## config.mk

```make
export PLATFORM = sky130hd
export DESIGN_NAME = supply_supervisor
export DESIGN_NICKNAME = d
export VERILOG_FILES = /design/src/pkg/supervisor_pkg.sv /design/src/core/supply_supervisor.sv
export SDC_FILE = /design/constraint.sdc
export NUM_CORES = 1
export LEC_CHECK = 0
export BUFFER_PORTS_ARGS = -buffer_cell sky130_fd_sc_hd__buf_2
export CORE_ASPECT_RATIO = 2
export CORE_MARGIN = 2
export CORE_UTILIZATION = 55
export DETAILED_ROUTE_END_ITERATION = 12
export GPL_TIMING_DRIVEN = 0
export PLACE_DENSITY = 0.72
export SYNTH_ARGS = -nofsm -noshare
export SYNTH_HDL_FRONTEND = slang
export SYNTH_SLANG_ARGS = --single-unit
```

## constraint.sdc

```tcl
create_clock -name i_ref_clk -period 2.4 [get_ports i_ref_clk]
set_input_delay 0.12 -clock i_ref_clk [delete_from_list [all_inputs] [get_ports i_ref_clk]]
set_output_delay 0.12 -clock i_ref_clk [all_outputs]
set_load 0.02 [all_outputs]
```

## src/pkg/supervisor_pkg.sv

```systemverilog
package supervisor_pkg;

	// oscillator rate and documented intervals
	localparam int unsigned CLK_HZ            = 40_000_000;
	localparam int unsigned WD_PERIOD_MS      = 1600;
	localparam int unsigned RESET_PULSE_MS    = 200;
	localparam int unsigned KICK_MIN_NS       = 50;
	// cycle counts derived from the rate
	localparam int unsigned WD_PERIOD_CYC     = (CLK_HZ / 1000) * WD_PERIOD_MS;
	localparam int unsigned RESET_PULSE_CYC   = (CLK_HZ / 1000) * RESET_PULSE_MS;
	localparam int unsigned KICK_MIN_CYC      = (KICK_MIN_NS * 40 + 999) / 1000;
	localparam int unsigned CNT_W             = 32;

	// three-state kick decode
	typedef struct packed {
		logic driven;
		logic level;
	} kick_t;

	// raw comparator results from the analog front end
	typedef struct packed {
		logic supply_low;
		logic batt_above_main;
		logic main_above_batt;
		logic pf_sense_low;
	} cmp_t;

	// reset pulse states
	typedef enum logic [2:0] {
		ST_HOLD  = 3'h1,
		ST_PULSE = 3'h2,
		ST_RUN   = 3'h4
	} rst_state_t;

endpackage : supervisor_pkg

```

## src/core/supply_supervisor.sv

```systemverilog
`timescale 1ns/1ps
// Overview of operation
// - flag_n low while power-fail sense is below reference or in backup mode, high otherwise.
// - kick decodes as high, low or floating; only driven counts.
// - floating kick disables the watchdog entirely.
// - watchdog counter held cleared during reset or floating kick.
// - watchdog starts counting on reset release with a driven kick.
// - every kick edge restarts the watchdog; short pulses are caught.
// - kick stuck past watchdog period fires one reset pulse.
// - stuck kick gives pulses every period plus pulse width.
// - reset asserted whenever main supply is below threshold.
// - threshold variant is chosen outside; only the compare result arrives.
// - reset held for pulse time after supply rises above threshold.
// - undervoltage during a pulse restarts a full pulse after recovery.
// - reset held from supply drop until the logic loses power.
// - active-high reset output is the exact inverse of active-low.
// - in backup mode the power-fail flag is forced low.
// - selector switches with 20mV steps each way, 40mV hysteresis.
// - backup only when main below threshold and below backup.
// - backup mode disables watchdog and keeps reset asserted.
module supply_supervisor #(
	parameter int unsigned WD_CYCLES  = supervisor_pkg::WD_PERIOD_CYC,
	parameter int unsigned RST_CYCLES = supervisor_pkg::RESET_PULSE_CYC
) (
	input  wire logic                 i_ref_clk,
	input  wire logic                 i_reset_n,
	input  wire supervisor_pkg::cmp_t i_cmp,
	input  wire supervisor_pkg::kick_t i_watchdog_kick,
	output logic                      o_reset_n,
	output logic                      o_reset,
	output logic                      o_power_fail_flag_n,
	output logic                      o_backup_select
);

	// elaboration checks on counts
	if (WD_CYCLES < 2 || RST_CYCLES < 2) begin : g_chk
		$error("watchdog and reset counts must be at least two cycles");
	end

	// two-flop synchronisers for the analog and kick inputs
	logic [3:0] cmp_meta_reg;
	logic [3:0] cmp_sync_reg;
	logic [1:0] kick_meta_reg;
	logic [1:0] kick_sync_reg;
	always_ff @(posedge i_ref_clk or negedge i_reset_n) begin
		if (!i_reset_n) begin
			cmp_meta_reg  <= 4'h1;
			cmp_sync_reg  <= 4'h1;
			kick_meta_reg <= 2'h0;
			kick_sync_reg <= 2'h0;
		end else begin
			cmp_meta_reg  <= i_cmp;
			cmp_sync_reg  <= cmp_meta_reg;
			kick_meta_reg <= i_watchdog_kick;
			kick_sync_reg <= kick_meta_reg;
		end
	end

	supervisor_pkg::cmp_t  cmp;
	supervisor_pkg::kick_t kick;
	assign cmp  = cmp_sync_reg;
	assign kick = kick_sync_reg;

	// supply selector with hysteresis
	logic backup_reg;
	always_ff @(posedge i_ref_clk or negedge i_reset_n) begin
		if (!i_reset_n) begin
			backup_reg <= 1'b0;
		end else if (!cmp.supply_low) begin
			backup_reg <= 1'b0; // main healthy: always main
		end else if (cmp.batt_above_main) begin
			backup_reg <= 1'b1;
		end else if (cmp.main_above_batt) begin
			backup_reg <= 1'b0;
		end
	end
	assign o_backup_select = backup_reg;

	// power-fail flag, independent of reset logic
	logic pf_flag_n_reg;
	always_ff @(posedge i_ref_clk or negedge i_reset_n) begin
		if (!i_reset_n) begin
			pf_flag_n_reg <= 1'b0;
		end else begin
			pf_flag_n_reg <= !cmp.pf_sense_low && !backup_reg;
		end
	end
	assign o_power_fail_flag_n = pf_flag_n_reg;

	// kick edge detect on the synchronised level
	logic kick_prev_reg;
	logic kick_edge;
	always_ff @(posedge i_ref_clk or negedge i_reset_n) begin
		if (!i_reset_n) begin
			kick_prev_reg <= 1'b0;
		end else begin
			kick_prev_reg <= kick.level;
		end
	end
	// any transition of a driven kick
	assign kick_edge = kick.driven && (kick.level != kick_prev_reg);

	// reset pulse state machine
	supervisor_pkg::rst_state_t state_reg;
	supervisor_pkg::rst_state_t state_next;
	logic [supervisor_pkg::CNT_W-1:0] rst_cnt_reg;
	logic [supervisor_pkg::CNT_W-1:0] wd_cnt_reg;
	logic wd_expire;
	logic hold_cond;

	assign hold_cond = cmp.supply_low || backup_reg;
	assign wd_expire = kick.driven
		&& (wd_cnt_reg == WD_CYCLES[supervisor_pkg::CNT_W-1:0] - 1'b1)
		&& !kick_edge;

	// next-state logic
	always_comb begin
		state_next = state_reg;
		case (state_reg)
			supervisor_pkg::ST_HOLD: begin
				if (!hold_cond) begin
					state_next = supervisor_pkg::ST_PULSE;
				end
			end
			supervisor_pkg::ST_PULSE: begin
				if (hold_cond) begin
					state_next = supervisor_pkg::ST_HOLD;
				end else if (rst_cnt_reg == RST_CYCLES[supervisor_pkg::CNT_W-1:0] - 1'b1) begin
					state_next = supervisor_pkg::ST_RUN;
				end
			end
			supervisor_pkg::ST_RUN: begin
				if (hold_cond) begin
					state_next = supervisor_pkg::ST_HOLD;
				end else if (wd_expire) begin
					state_next = supervisor_pkg::ST_PULSE;
				end
			end
			default: state_next = supervisor_pkg::ST_HOLD;
		endcase
	end

	always_ff @(posedge i_ref_clk or negedge i_reset_n) begin
		if (!i_reset_n) begin
			state_reg <= supervisor_pkg::ST_HOLD;
		end else begin
			state_reg <= state_next;
		end
	end

	// pulse width counter, restarted on every pulse entry
	always_ff @(posedge i_ref_clk or negedge i_reset_n) begin
		if (!i_reset_n) begin
			rst_cnt_reg <= '0;
		end else if (state_reg != supervisor_pkg::ST_PULSE) begin
			rst_cnt_reg <= '0;
		end else begin
			rst_cnt_reg <= rst_cnt_reg + 1'b1;
		end
	end

	always_ff @(posedge i_ref_clk or negedge i_reset_n) begin
		if (!i_reset_n) begin
			wd_cnt_reg <= '0;
		end else if (state_reg != supervisor_pkg::ST_RUN || !kick.driven) begin
			wd_cnt_reg <= '0; // cleared in reset or with floating kick
		end else if (kick_edge || wd_expire) begin
			wd_cnt_reg <= '0;
		end else begin
			wd_cnt_reg <= wd_cnt_reg + 1'b1;
		end
	end

	// reset outputs, both from one flop
	logic rst_out_n_reg;
	always_ff @(posedge i_ref_clk or negedge i_reset_n) begin
		if (!i_reset_n) begin
			rst_out_n_reg <= 1'b0;
		end else begin
			rst_out_n_reg <= (state_next == supervisor_pkg::ST_RUN);
		end
	end
	assign o_reset_n = rst_out_n_reg;
	assign o_reset   = ~rst_out_n_reg;

	// assertion helpers
	logic run_q;
	always_ff @(posedge i_ref_clk or negedge i_reset_n) begin
		if (!i_reset_n) begin
			run_q <= 1'b0;
		end else begin
			run_q <= (state_reg == supervisor_pkg::ST_RUN);
		end
	end

	AST_PF_FLAG: assert property (@(posedge i_ref_clk) disable iff (!i_reset_n)
		!backup_reg |=> (o_power_fail_flag_n == !$past(cmp.pf_sense_low)))
		else $error("power-fail flag does not follow sense");
	// floating kick never produces a timeout
	AST_FLOAT_NO_WD: assert property (@(posedge i_ref_clk) disable iff (!i_reset_n)
		!kick.driven |=> (wd_cnt_reg == '0))
		else $error("watchdog counted while kick floating");
	AST_WD_CLEAR: assert property (@(posedge i_ref_clk) disable iff (!i_reset_n)
		(state_reg != supervisor_pkg::ST_RUN) |=> (wd_cnt_reg == '0))
		else $error("watchdog counter not cleared during reset");
	// counting starts when running with driven kick
	AST_WD_START: assert property (@(posedge i_ref_clk) disable iff (!i_reset_n)
		(state_reg == supervisor_pkg::ST_RUN && kick.driven && !kick_edge && !wd_expire)
		|=> (wd_cnt_reg == $past(wd_cnt_reg) + 1'b1))
		else $error("watchdog did not count");
	AST_KICK_RESTART: assert property (@(posedge i_ref_clk) disable iff (!i_reset_n)
		kick_edge |=> (wd_cnt_reg == '0))
		else $error("kick edge did not restart watchdog");
	// timeout drops the reset output next cycle
	AST_WD_RESET: assert property (@(posedge i_ref_clk) disable iff (!i_reset_n)
		(state_reg == supervisor_pkg::ST_RUN && wd_expire) |=> !o_reset_n ##1 !o_reset_n)
		else $error("watchdog timeout gave no reset");
	AST_UV_RESET: assert property (@(posedge i_ref_clk) disable iff (!i_reset_n)
		cmp.supply_low |=> !o_reset_n)
		else $error("reset not asserted on low supply");
	// released only after a full pulse
	AST_PULSE_DONE: assert property (@(posedge i_ref_clk) disable iff (!i_reset_n)
		$rose(run_q) |-> $past(rst_cnt_reg, 2) == RST_CYCLES[supervisor_pkg::CNT_W-1:0] - 1'b1)
		else $error("reset released before pulse end");
	AST_INVERSE: assert property (@(posedge i_ref_clk) disable iff (!i_reset_n)
		o_reset == !o_reset_n)
		else $error("reset outputs not inverse");
	AST_BACKUP_FLAG: assert property (@(posedge i_ref_clk) disable iff (!i_reset_n)
		backup_reg |=> !o_power_fail_flag_n)
		else $error("power-fail flag high in backup");
	AST_BACKUP_COND: assert property (@(posedge i_ref_clk) disable iff (!i_reset_n)
		!cmp.supply_low |=> !backup_reg)
		else $error("backup selected with healthy main");
	AST_BACKUP_RST: assert property (@(posedge i_ref_clk) disable iff (!i_reset_n)
		backup_reg |=> !o_reset_n)
		else $error("reset released in backup");

	AST_FLAG_HIGH: assert property (@(posedge i_ref_clk) disable iff (!i_reset_n)
		(!cmp.pf_sense_low && !backup_reg) |=> o_power_fail_flag_n)
		else $error("power-fail flag low with good sense");
	AST_FLAG_LOW: assert property (@(posedge i_ref_clk) disable iff (!i_reset_n)
		cmp.pf_sense_low |=> !o_power_fail_flag_n)
		else $error("power-fail flag high with low sense");
	AST_FLOAT_NO_PULSE: assert property (@(posedge i_ref_clk) disable iff (!i_reset_n)
		(state_reg == supervisor_pkg::ST_RUN && !kick.driven && !hold_cond) |=> o_reset_n)
		else $error("watchdog reset with floating kick");
	AST_WD_BOUND: assert property (@(posedge i_ref_clk) disable iff (!i_reset_n)
		wd_cnt_reg < WD_CYCLES[supervisor_pkg::CNT_W-1:0])
		else $error("watchdog counter passed its period");
	AST_NO_EARLY_WD: assert property (@(posedge i_ref_clk) disable iff (!i_reset_n)
		(state_reg == supervisor_pkg::ST_RUN && !hold_cond
		&& wd_cnt_reg < WD_CYCLES[supervisor_pkg::CNT_W-1:0] - 1'b1) |=> o_reset_n)
		else $error("watchdog reset before period end");
	AST_EXPIRE_CLEAR: assert property (@(posedge i_ref_clk) disable iff (!i_reset_n)
		wd_expire |=> (wd_cnt_reg == '0))
		else $error("watchdog counter not cleared on timeout");
	AST_EDGE_RUN: assert property (@(posedge i_ref_clk) disable iff (!i_reset_n)
		(state_reg == supervisor_pkg::ST_RUN && kick_edge && !hold_cond) |=> o_reset_n)
		else $error("reset despite kick edge");
	AST_RST_BOUND: assert property (@(posedge i_ref_clk) disable iff (!i_reset_n)
		!(rst_cnt_reg > RST_CYCLES[supervisor_pkg::CNT_W-1:0]))
		else $error("pulse counter passed its width");
	AST_PULSE_LOW: assert property (@(posedge i_ref_clk) disable iff (!i_reset_n)
		(state_reg == supervisor_pkg::ST_PULSE) |-> !o_reset_n)
		else $error("reset released during pulse");
	AST_RELEASE_PULSE: assert property (@(posedge i_ref_clk) disable iff (!i_reset_n)
		$rose(o_reset_n) |-> $past(state_reg == supervisor_pkg::ST_PULSE))
		else $error("reset released without pulse");
	AST_ONEHOT: assert property (@(posedge i_ref_clk) disable iff (!i_reset_n)
		$onehot(state_reg))
		else $error("reset state not one-hot");
	AST_RUN_HIGH: assert property (@(posedge i_ref_clk) disable iff (!i_reset_n)
		(state_reg == supervisor_pkg::ST_RUN) |-> o_reset_n)
		else $error("reset low while running");
	AST_HOLD_LOW: assert property (@(posedge i_ref_clk) disable iff (!i_reset_n)
		(state_reg == supervisor_pkg::ST_HOLD) |-> !o_reset_n)
		else $error("reset released while held");
	AST_HOLD_STAY: assert property (@(posedge i_ref_clk) disable iff (!i_reset_n)
		(state_reg == supervisor_pkg::ST_HOLD && hold_cond)
		|=> (state_reg == supervisor_pkg::ST_HOLD))
		else $error("hold left with supply low");
	AST_RUN_HOLD: assert property (@(posedge i_ref_clk) disable iff (!i_reset_n)
		(state_reg == supervisor_pkg::ST_RUN && hold_cond)
		|=> (state_reg == supervisor_pkg::ST_HOLD))
		else $error("run kept with supply low");
	AST_HOLD_TO_PULSE: assert property (@(posedge i_ref_clk) disable iff (!i_reset_n)
		(state_reg == supervisor_pkg::ST_HOLD && !hold_cond)
		|=> (state_reg == supervisor_pkg::ST_PULSE))
		else $error("no pulse after recovery");
	AST_PULSE_RESTART: assert property (@(posedge i_ref_clk) disable iff (!i_reset_n)
		(state_reg == supervisor_pkg::ST_PULSE && hold_cond)
		|=> (state_reg == supervisor_pkg::ST_HOLD))
		else $error("pulse not restarted on brownout");
	AST_PULSE_CNT_ZERO: assert property (@(posedge i_ref_clk) disable iff (!i_reset_n)
		(state_reg != supervisor_pkg::ST_PULSE) |=> (rst_cnt_reg == '0))
		else $error("pulse counter not cleared");
	AST_BACKUP_ENTER: assert property (@(posedge i_ref_clk) disable iff (!i_reset_n)
		(cmp.supply_low && cmp.batt_above_main) |=> backup_reg)
		else $error("backup not selected");
	AST_BACKUP_LEAVE: assert property (@(posedge i_ref_clk) disable iff (!i_reset_n)
		(cmp.main_above_batt && !cmp.batt_above_main) |=> !backup_reg)
		else $error("main not reselected");
	AST_BACKUP_HOLD: assert property (@(posedge i_ref_clk) disable iff (!i_reset_n)
		(cmp.supply_low && !cmp.batt_above_main && !cmp.main_above_batt)
		|=> (backup_reg == $past(backup_reg)))
		else $error("selector changed inside hysteresis");
	AST_BACKUP_NEEDS_LOW: assert property (@(posedge i_ref_clk) disable iff (!i_reset_n)
		backup_reg |-> $past(cmp.supply_low))
		else $error("backup without low supply");
	AST_BACKUP_WD: assert property (@(posedge i_ref_clk) disable iff (!i_reset_n)
		backup_reg |-> ##2 (wd_cnt_reg == '0))
		else $error("watchdog counting in backup");
	AST_SYNC_DELAY: assert property (@(posedge i_ref_clk) disable iff (!i_reset_n)
		$past(i_reset_n, 2) |-> (cmp == $past(i_cmp, 2) && kick == $past(i_watchdog_kick, 2)))
		else $error("synchroniser delay wrong");

endmodule : supply_supervisor

```

==> impl_results.md, run 1 <==
- Largest net degree at the start of global routing: 75
- Slew headroom: 51.4%
- Die ar.: 0.00779 mm²
- R2r startpoint: rst_cnt_reg[9]
- Status: finished clean
- Top cells by count, synth: dfrtp_1 (80), nor2_1 (68), xor2_1 (40)
- Kind of critical path: flip-flop to flip-flop
- P_sw: 641 µW
- Cts bufs inserted: 9
- Post-synth ARST share: 100%
- Yosys top cell by area: dfrtp_1
- GR Overflow Total: 0
- Gpl congestion: 0.824
- Cells along the critical path: or4b_1 > nor4_2 > nand4_1 > or2_1 > a2111oi_2
- CP peak stage delay: 0.56 ns
- DPL Wire Length: 5840 µm
- Least-Margin Pin Slew: 0.722 ns
- CTS max path bufs: 2
- Antenna-violating nets left: 0
- Min-Delay Path Class: primary input to asynchronous set/reset pin
- Pwr Total: 3220 µW
- P per Cell Area: 706 mW/mm²
- WP data arrival: 2.52 ns
- CP Capture Type: flip-flop
- CORE AREA: 0.00689 mm²
- First-iteration detailed-routing DRC count: 106
- CP startpoint kind: flip-flop
- CTS tree: yes
- Flop pwr share: 44.5%
- Critical-path top delay cell: or4b_1
- Clock power frac: 52.9%
- First-pass GRT wire length: 14,200 µm
- Final setup vio count: 0
- Root Buffer: clkbuf_16
- Post-synth top area share: 51.6%
- Comb power frac: 2.7%
- Leading post-synthesis cells by cell area: dfrtp_1 (52%), xor2_1 (9.0%), nor2_1 (6.6%)
- Fin. Hold Viols: 0
- LEAKAGE: 0.00180 µW
- Max Fanout on Critical Path: 7
- Final period util: 95.4%
- Via count: 2,918
- Clk slew on worst S/H paths: 0.06 ns
- Yosys cell types: 40
- Layout area overhead: 17.6%
- Sw Share: 19.9%
- Worst Path Required: 2.63 ns
- Maxcap violations: 0
- WL final: 8280 µm
- Synthesized net count: 393
- Synth Flop Type: dfrtp_1
- F_max: 437 MHz
- Top-Level Pins: 12
- Final net count: 424
- Seq/Total Area, Yosys: 53.6%
- Antenna diodes: 0
- Worst Reg2Reg Path Length in Cells: 5
- Netlist Area Pre-Place: 0.00388 mm²
- Gate Count Post-Synth: 383
- Post-Synth XOR/XNOR Area: 11.7%
- YS warnings: 0
- Clock skew: 0.00811 ns
- Internal power: 2580 µW
- Detail-routed via count per cell: 5.73
- CTS H-tree depth: 3
- Simple-gate share of the synthesized area: 27.8%
- Fin. max-slew vios: 0
- EDFF count, synth: 0
- GRT Total Usage: 23.8%
- Initial antenna violation count: 0
- Main combinational cell family by area after synthesis: simple AND/OR/NAND/NOR gates
- Util after Layout: 66.3%
- Min Clock Period, post-route: 2.29 ns
- VDD IR-drop max: 560 µV
- DR WL/cell: 16.3 µm
- IO Port Bufs: 11
- Critical path depth in cells: 5
- R2R Setup Slk: 0.11 ns
- CTS sink count: 83
- Fillers: 583
- RR Endpoint: o_reset_n
- Clk Latency, worst-skew pair: 0.34 ns
- Synth Area in Adders: 0.645%
- DRC: 0
- Mean area per synthesized cell: 10.1 µm²
- DIE WIDTH: 63.4 µm
- # rows: 43
- Yosys reg bits: 83
- Worst hold slack: 0.149 ns
- Count leader, synth: dfrtp_1
- Synth Area in Compound Gates: 4.06%
- Vias in the first global route: 3,072
- Initial Util: 56.4%
- CP top delay family: simple AND/OR/NAND/NOR gates
- Worst path buffer plus inverter count: 0
- Drt first pass iters: 4
- Die Span Y: 123 µm
- Multiplexer share of the synthesized area: 0%
- Share of cells above drive strength 1: 10.7%
==> layout make-up <==
class | instances | area, µm² | share of cell area [%]
clock buffer | 9 | 225 | 4.94
inverter | 7 | 26.3 | 0.576
timing repair buffer | 20 | 163 | 3.56
tap | 90 | 113 | 2.47
multi-input combinational | 282 | 1750 | 38.4
sequential | 83 | 2080 | 45.6
buffer | 11 | 57.6 | 1.26
clock inverter | 7 | 146 | 3.21
==> routing by layer <==
metal	up-vias	share of wire (%)	GRT usage [%]
met5	-	0	0
met2	26	59	44.9
met1	1469	36	24.2
met3	19	1.9	5.22
li1	1404	-	-
met4	0	2.9	11.5
==> what timing repair did <==
item	CTS	global route
endpoints found under the hold margin	86	0
hold buffers	7	0
setup buffers	0	1
endpoints found under the setup margin	7	22
pin swaps	0	1
gates resized for setup	2	3
==> kinds of logic (layout without fill, tap and decap cells) <==
logic type | Yosys count | after routing
flip-flops | 83 | 83
buffers and inverters | 18 | 54
AO/OA/AOI/OAI | 24 | 24
adder cells (fa/ha/maj) | 2 | 2
AND/OR/NAND/NOR | 204 | 204
XOR/XNOR | 52 | 52
==> stage by stage <==
step	setup slack [ns]	area [µm²]	instances	TNS [ns]
after floorplan	0.299	3880	383	0
after global placement	0.0539	4050	484	0
after detailed placement	-0.0348	4080	485	-0.0536
after CTS	0.0311	4530	508	0
after global routing	-0.0101	4560	509	-0.0191
final	0.111	4560	509	0
==> worst max path at each step <==
stage / endpoint / start
detailed placement: wd_cnt_reg[24] / wd_cnt_reg[0]
global placement: wd_cnt_reg[30] / wd_cnt_reg[0]
CTS: wd_cnt_reg[29] / wd_cnt_reg[0]
floorplan: wd_cnt_reg[28] / wd_cnt_reg[0]
finish: o_reset_n / rst_cnt_reg[9]
global route: wd_cnt_reg[28] / wd_cnt_reg[0]
==> power groups by stage <==
stage / registers [µW] / logic, µW / clock network [µW]
6_report: 1430 / 85.4 / 1700
3_3_place_gp: 1460 / 70.9 / 0
2_1_floorplan: 1460 / 26.1 / 0
3_5_place_dp: 1460 / 78.6 / 0
4_1_cts: 1430 / 87.8 / 1730
5_1_grt: 1430 / 97.8 / 1780
==> layout by cell type, fill, tap and decap left out, drive strengths merged, types with 2 or more instances in the layout <==
cell,instances
and4,9
nand2,29
a21oi,7
clkbuf,17
nand2b,3
xor2,40
dfrtp,80
or3,6
o21ai,8
dlygate4sd3,7
or4,10
nor4b,5
dfstp,3
nor3,4
a2111oi,2
o31ai,2
nand4,24
nor4,9
bufinv,4
xnor2,12
ha,2
inv,9
buf,16
and2,2
nor2,68
and3,6
nand3,24
Power figures use the tool's default switching activity.
==> run 2, diff against run 1 <==
- SETUP_SLACK_MARGIN: unset -> 0.3
==> run 2 against run 1 <==
Utilization up 4.3 points. Flip-flop and latch count unchanged. Sequential share of layout area down 2.7 points. Hold slack better by 0.0062 ns. Global-route usage up 0.84 points. Critical path type unchanged. Critical endpoint is now state_reg[2]. Largest cell class unchanged.
==> impl_results.md, run 2 (synthesis results as in run 1) <==
- DR WL/cell: 17.0 µm (+4.4%)
- Placement Cell Area: 0.00408 mm² (unchanged)
- CORE AREA: 0.00689 mm² (unchanged)
- Cts bufs inserted: 9 (unchanged)
- WL final: 8990 µm (+8.5%)
- Crit path launch: rst_cnt_reg[25]
- Die Span Y: 123 µm (unchanged)
- WP data arrival: 2.41 ns (-0.11 ns)
- Via count: 3,069 (+5.2%)
- Max Fanout on Critical Path: 3 (-4)
- Kind of critical path: flip-flop to flip-flop
- Finished Layout Cells: 529 (+3.9%)
- CTS sink count: 83 (unchanged)
- CTS H-tree depth: 3 (unchanged)
- Drt first pass iters: 7 (+3)
- LEAKAGE: 0.00194 µW (+7.8%)
- Final period util: 90.4% (-5.0 points)
- Initial antenna violation count: 0 (unchanged)
- Final net count: 444 (+4.7%)
- Layout area overhead: 25.2%
- Status: finished clean
- First-pass GRT wire length: 14,800 µm (+3.9%)
- Root Buffer: clkbuf_16
- Fin. Hold Viols: 0 (unchanged)
- Cells along the critical path: or4_4 > nor4_4 > nand4_1 > or2_4 > a2111oi_4
- Min Clock Period, post-route: 2.17 ns (-0.119 ns)
- Final instance area: 0.00486 mm² (+6.5%)
- VDD IR-drop max: 568 µV (+1.3%)
- CP startpoint kind: flip-flop
- Final setup vio count: 0 (unchanged)
- Share of cells above drive strength 1: 22.3% (+12 points)
- Min-Delay Path Class: primary input to asynchronous set/reset pin
- First-iteration detailed-routing DRC count: 268 (+150%)
- Largest net degree at the start of global routing: 75 (unchanged)
- R2r startpoint: rst_cnt_reg[25]
- CTS max path bufs: 2 (unchanged)
- CP Capture Type: flip-flop
- Top-Level Pins: 12 (unchanged)
- Maxcap violations: 0 (unchanged)
- Commonest non-fill, non-tap cell in the layout: dfrtp_1
- Slew headroom: 55.8% (+4.4 points)
- Vias in the first global route: 3,100 (+0.91%)
- Fin. max-slew vios: 0 (unchanged)
- GR Overflow Total: 0 (unchanged)
- DRC: 0 (unchanged)
- Gpl congestion: 0.822 (-0.29%)
- CP peak stage delay: 0.55 ns (about the same)
- Initial Util: 56.4% (unchanged)
- Clk slew on worst S/H paths: 0.07 ns (about the same)
- F_max: 461 MHz (+5.5%)
- Antenna diodes: 0 (unchanged)
- Placed cells: 485 (unchanged)
- Critical-path top delay cell: or4_4
- Worst Path Required: 2.64 ns (about the same)
- Antenna-violating nets left: 0 (unchanged)
- DPL Wire Length: 5640 µm (-3.4%)
- Pre-CTS setup slack: -0.00717 ns (+0.0276 ns)
- Detail-routed via count per cell: 5.80 (+1.2%)
- RSZ-0062 raised after global routing: yes
- Die ar.: 0.00779 mm² (unchanged)
- CTS tree: yes
- Clock skew: 0.00994 ns (+0.00183 ns)
- Setup ws final: 0.231 ns (+0.119 ns)
- DIE WIDTH: 63.4 µm (unchanged)
- GRT Total Usage: 24.7% (+0.84 points)
- Least-Margin Pin Slew: 0.657 ns (-0.0656 ns)
- IO Port Bufs: 11 (unchanged)
- Clk Latency, worst-skew pair: 0.34 ns (about the same)
- Most frequent cells in the layout: dfrtp_1 (77), nor2_1 (54), xor2_1 (40)
- P per Cell Area: 608 mW/mm² (-14%)
- # rows: 43 (unchanged)
run 2: cell count changes in the layout (fill, tap and decap cells not counted), moves of 3 or more:
cell       delta
nor4_4        +3
nor2_2        +9
dfrtp_1       -3
nor2_4        +5
or4_4         +4
clkbuf_1      -3
buf_4        +18
nor2_1       -14
dfrtp_2       +3
bufinv_16     -3
or4_1         -4
run 2: through the flow:
step           TNS [ns]  utilization, %  power, µW  hold WS, ns
2_1_floorplan         0               -       1480       -0.176
3_3_place_gp          0            58.8       1530        0.225
3_5_place_dp   -0.00717            59.2       1540      -0.0328
4_1_cts               0            67.3       2970        0.154
5_1_grt               0            70.6       3040        0.169
6_report              0            70.6       2950        0.156
run 2: where the power goes:
part	internal (µW)	leakage, µW	switching [µW]	total, µW
combinational	30.9	0.000682	59.0	89.9
sequential	1420	0.00112	14.3	1430
clock	823	0.000147	609	1430
total	2270	0.00194	682	2950
run 2: critical path: cells and delay by family, from the launching register on:
kind,cells,cell delay (ns)
AOI/OAI and AO/OA,1,0.29
and+or+nand+nor,4,1.37
DFF,1,0.40
run 2: per-layer routing:
layer / track usage (%) / wire, µm / vias to the layer above
met2: 46.6 / 5260 / 71
met4: 10.3 / 220 / 0
li1: - / - / 1447
met3: 4.86 / 222 / 20
met5: 0 / 0 / -
met1: 26.1 / 3290 / 1531
run 2: worst paths after layout:
path | endpoint | cells after the start | slack (ns)
setup / recovery | state_reg[2] | 5 | 0.23
hold / removal | rst_cnt_reg[11] | 2 | 0.16
setup reg to reg | state_reg[2] | 5 | 0.23
hold reg to reg | kick[1] | 0 | 0.35
max in group asynchronous | cmp[0] | 3 | 1.61
min in group i_ref_clk | kick[1] | 0 | 0.35
run 2: what timing repair did:
action                                 CTS  global route
gates resized for setup                 17            39
gates cloned                             0             1
endpoints found under the hold margin   86             0
pin swaps                                7            17
setup buffers                           12             8
setup endpoints to repair               43            38
hold buffers                             7             0
run 2: layout make-up:
type	count	area (µm²)
clock buffer	9	225
fill	539	2030
sequential	83	2080
buffer	11	73.8
tap	90	113
clock inverter	7	81.3
multi-input combinational	282	1920
inverter	7	26.3
timing repair buffer	40	338
==> run 3, diff against run 2 <==
- ABC_AREA: unset -> 1
==> run 3 against run 2 <==
Highest routed layer unchanged. Worst setup slack gained 0.26 ns. Fmax is 14% higher. Sequential power about the same. Final area rose by 6.0%. Count of clock-buffer cells in the layout up 3. Critical path type unchanged. Clock skew grew 0.0014 ns. Total power up 0.73%. Critical endpoint is now rst_cnt_reg[24]. Area after synthesis grew 18%. Synthesized cell count increased by 63%. Critical path depth increased by 1. Register-to-register slack improved by 0.26 ns. Wire length is 28% higher.
==> impl_results.md, run 3 <==
- Pwr Total: 2980 µW (+0.73%)
- EDFF count, synth: 0 (unchanged)
- CTS max path bufs: 2 (unchanged)
- Min Clock Period, post-route: 1.91 ns (-0.261 ns)
- Slew headroom: 47.2% (-8.6 points)
- Post-synth top area share: 43.8% (-7.8 points)
- Setup ws final: 0.492 ns (+0.261 ns)
- # rows: 47 (+9.3%)
- Leading post-synthesis cells by cell area: dfrtp_1 (44%), nand2_1 (14%), nor2_1 (12%)
- Netlist Area Pre-Place: 0.00457 mm² (+18%)
- R2r startpoint: rst_cnt_reg[0]
- Final net count: 665 (+50%)
- Top cells by count, synth: nand2_1 (170), nor2_1 (145), dfrtp_1 (80)
- Antenna diodes: 0 (unchanged)
- WP data arrival: 2.11 ns (-0.30 ns)
- DIE WIDTH: 68.5 µm (+8.0%)
- Detail-routed via count per cell: 5.28 (-9.0%)
- Drt first pass iters: 5 (-2)
- Synth Flop Type: dfrtp_1
- Share of cells above drive strength 1: 9.24% (-13 points)
- Yosys reg bits: 83 (unchanged)
- Die ar.: 0.00910 mm² (+17%)
- Gate Count Post-Synth: 625 (+63%)
- Clk Latency, worst-skew pair: 0.34 ns (about the same)
- IO Port Bufs: 11 (unchanged)
- Top-Level Pins: 12 (unchanged)
- Largest net degree at the start of global routing: 43 (-43%)
- Vias in the first global route: 4,140 (+34%)
- CP peak stage delay: 0.64 ns (+0.09 ns)
- Antenna-violating nets left: 0 (unchanged)
- DRC: 0 (unchanged)
- YS warnings: 0 (unchanged)
- First-iteration detailed-routing DRC count: 226 (-16%)
- Final period util: 79.5% (-11 points)
- Post-CTS setup buffers: 0 (-12)
- Least-Margin Pin Slew: 0.786 ns (+0.129 ns)
- CTS tree: yes
- Worst Reg2Reg Path Length in Cells: 6 (+1)
- Layout area overhead: 12.7%
- Cell mode on critical path: nand3_1
- Min-Delay Path Class: primary input to asynchronous set/reset pin
- Post-synth ARST share: 100% (unchanged)
- LEAKAGE: 0.00208 µW (+6.9%)
- Fin. max-slew vios: 0 (unchanged)
- TNS Setup: 0 ns (unchanged)
- Most frequent cells in the layout: nand2_1 (170), nor2_1 (145), dfrtp_1 (80)
- Cells along the critical path: ha_1 > nand3_1 > nor3_1 > nand3_1 > nand2_1 > nor2_1
- R2R Setup Slk: 0.49 ns (+0.26 ns)
- Kind of critical path: flip-flop to flip-flop
- Placement Cell Area: 0.00477 mm² (+17%)
- First-pass GRT wire length: 18,500 µm (+25%)
- Commonest non-fill, non-tap cell in the layout: nand2_1
- Maxcap violations: 0 (unchanged)
- Worst hold slack: 0.309 ns (+0.153 ns)
- Initial Util: 55.9% (-0.46 points)
- Die Span Y: 133 µm (+8.2%)
- Synthesized net count: 635 (+62%)
- Fin. Hold Viols: 0 (unchanged)
- VDD IR-drop max: 440 µV (-22%)
- Max Fanout on Critical Path: 5 (+2)
- Final instance area: 0.00515 mm² (+6.0%)
- Mean area per synthesized cell: 7.31 µm² (-28%)
- Critical-path top delay cell: nor3_1
- Status: finished clean
- WL final: 11,500 µm (+28%)
- P per Cell Area: 578 mW/mm² (-4.9%)
- GR Overflow Total: 0 (unchanged)
- Gpl congestion: 0.922 (+12%)
- Seq/Total Area, Yosys: 45.5% (-8.1 points)
- CP Capture Type: flip-flop
- CTS sink count: 83 (unchanged)
- Fillers: 727 (+35%)
- CTS H-tree depth: 3 (unchanged)
- Cts bufs inserted: 9 (unchanged)
- Initial antenna violation count: 0 (unchanged)
- Root Buffer: clkbuf_16
- Via count: 4,000 (+30%)
- RR Endpoint: rst_cnt_reg[24]
- F_max: 524 MHz (+14%)
- GRT Total Usage: 27.8% (+3.1 points)
- Clk slew on worst S/H paths: 0.06 ns (about the same)
- Count leader, synth: nand2_1
- Yosys cell types: 33 (-18%)
- RSZ-0062 raised after global routing: no
- CP startpoint kind: flip-flop
- Final setup vio count: 0 (unchanged)
- Yosys top cell by area: dfrtp_1
- DR WL/cell: 15.1 µm (-11%)
- CORE AREA: 0.00817 mm² (+19%)
- DPL Wire Length: 9020 µm (+60%)
- Area of the multi-input gates: 0.00219 mm² (+14%)
- Pre-CTS setup slack: 0.542 ns (+0.549 ns)
- Worst Path Required: 2.61 ns (-0.03 ns)
- FF/Latch Area: 0.00208 mm² (-0.18%)
- Clock skew: 0.0113 ns (+0.00135 ns)
## run 3: cell types whose count changed in the layout (fill, tap and decap cells not counted), moves of 19 or more
cell     before  now
nand2_1      28  170
nor2_1       54  145
inv_1         7   64
xor2_1       40   15
nor3_1        4   28
buf_4        20    1
## run 3: cell families (layout without fill, tap and decap cells)
family                     count (synthesis)  in the layout  synth area share [%]
DFF                                       83             83                  45.5
and+or+nand+nor                          417            417                  39.6
adders and majority gates                  2              2                 0.548
buffers and inverters                     74            109                  6.43
xor gates and xnor gates                  28             28                  5.37
AOI/OAI and AO/OA                         21             21                  2.46
## run 3: metal layers
layer	vias up	global-route usage, %	part of all wire [%]
met5	-	0	0
met4	0	19.8	7.4
met3	46	3.74	2.1
met2	89	51.9	57
met1	1848	24.8	33
li1	2017	-	-
## run 3: power by group
part           switching [µW]  leakage (µW)  internal (µW)
clock network             542      0.000151            915
logic                    62.0      0.000806           28.7
registers                9.25       0.00112           1420
## run 3: how the worst max path moves through the flow
stage / startpoint / end / slack [ns]
after detailed placement: wd_cnt_reg[0] / wd_cnt_reg[16] / 0.54
after global placement: wd_cnt_reg[0] / wd_cnt_reg[27] / 0.57
after CTS: rst_cnt_reg[0] / rst_cnt_reg[24] / 0.48
after global routing: rst_cnt_reg[0] / rst_cnt_reg[24] / 0.35
final: rst_cnt_reg[0] / rst_cnt_reg[24] / 0.49
after floorplan: wd_cnt_reg[0] / wd_cnt_reg[26] / 0.88
## run 3: worst max-delay path: cells and delay by family, from the launching register on
kind,cells,cell delay [ns]
adders and majority gates,1,0.28
and+or+nand+nor,5,1.12
DFF,1,0.38
## run 3: final cells by class
cell class | instances | area share (%)
clock buffers | 12 | 4.59
clock inverters | 4 | 1.43
repair buffers | 19 | 2.87
well taps | 98 | 2.38
inverters | 69 | 5.03
plain buffers | 5 | 0.680
multi-input cells | 468 | 42.6
flip-flops and latches | 83 | 40.4
## run 3: stage by stage
stage	util [%]	cells
after floorplan	-	625
after global placement	58.1	734
after detailed placement	58.3	735
after CTS	63.0	758
after global routing	63.0	758
final	63.0	758
## run 3: repair_timing
action | in CTS | in global routing
hold buffers | 7 | 0
gates resized for setup | 0 | 0
endpoints found under the hold margin | 44 | 0
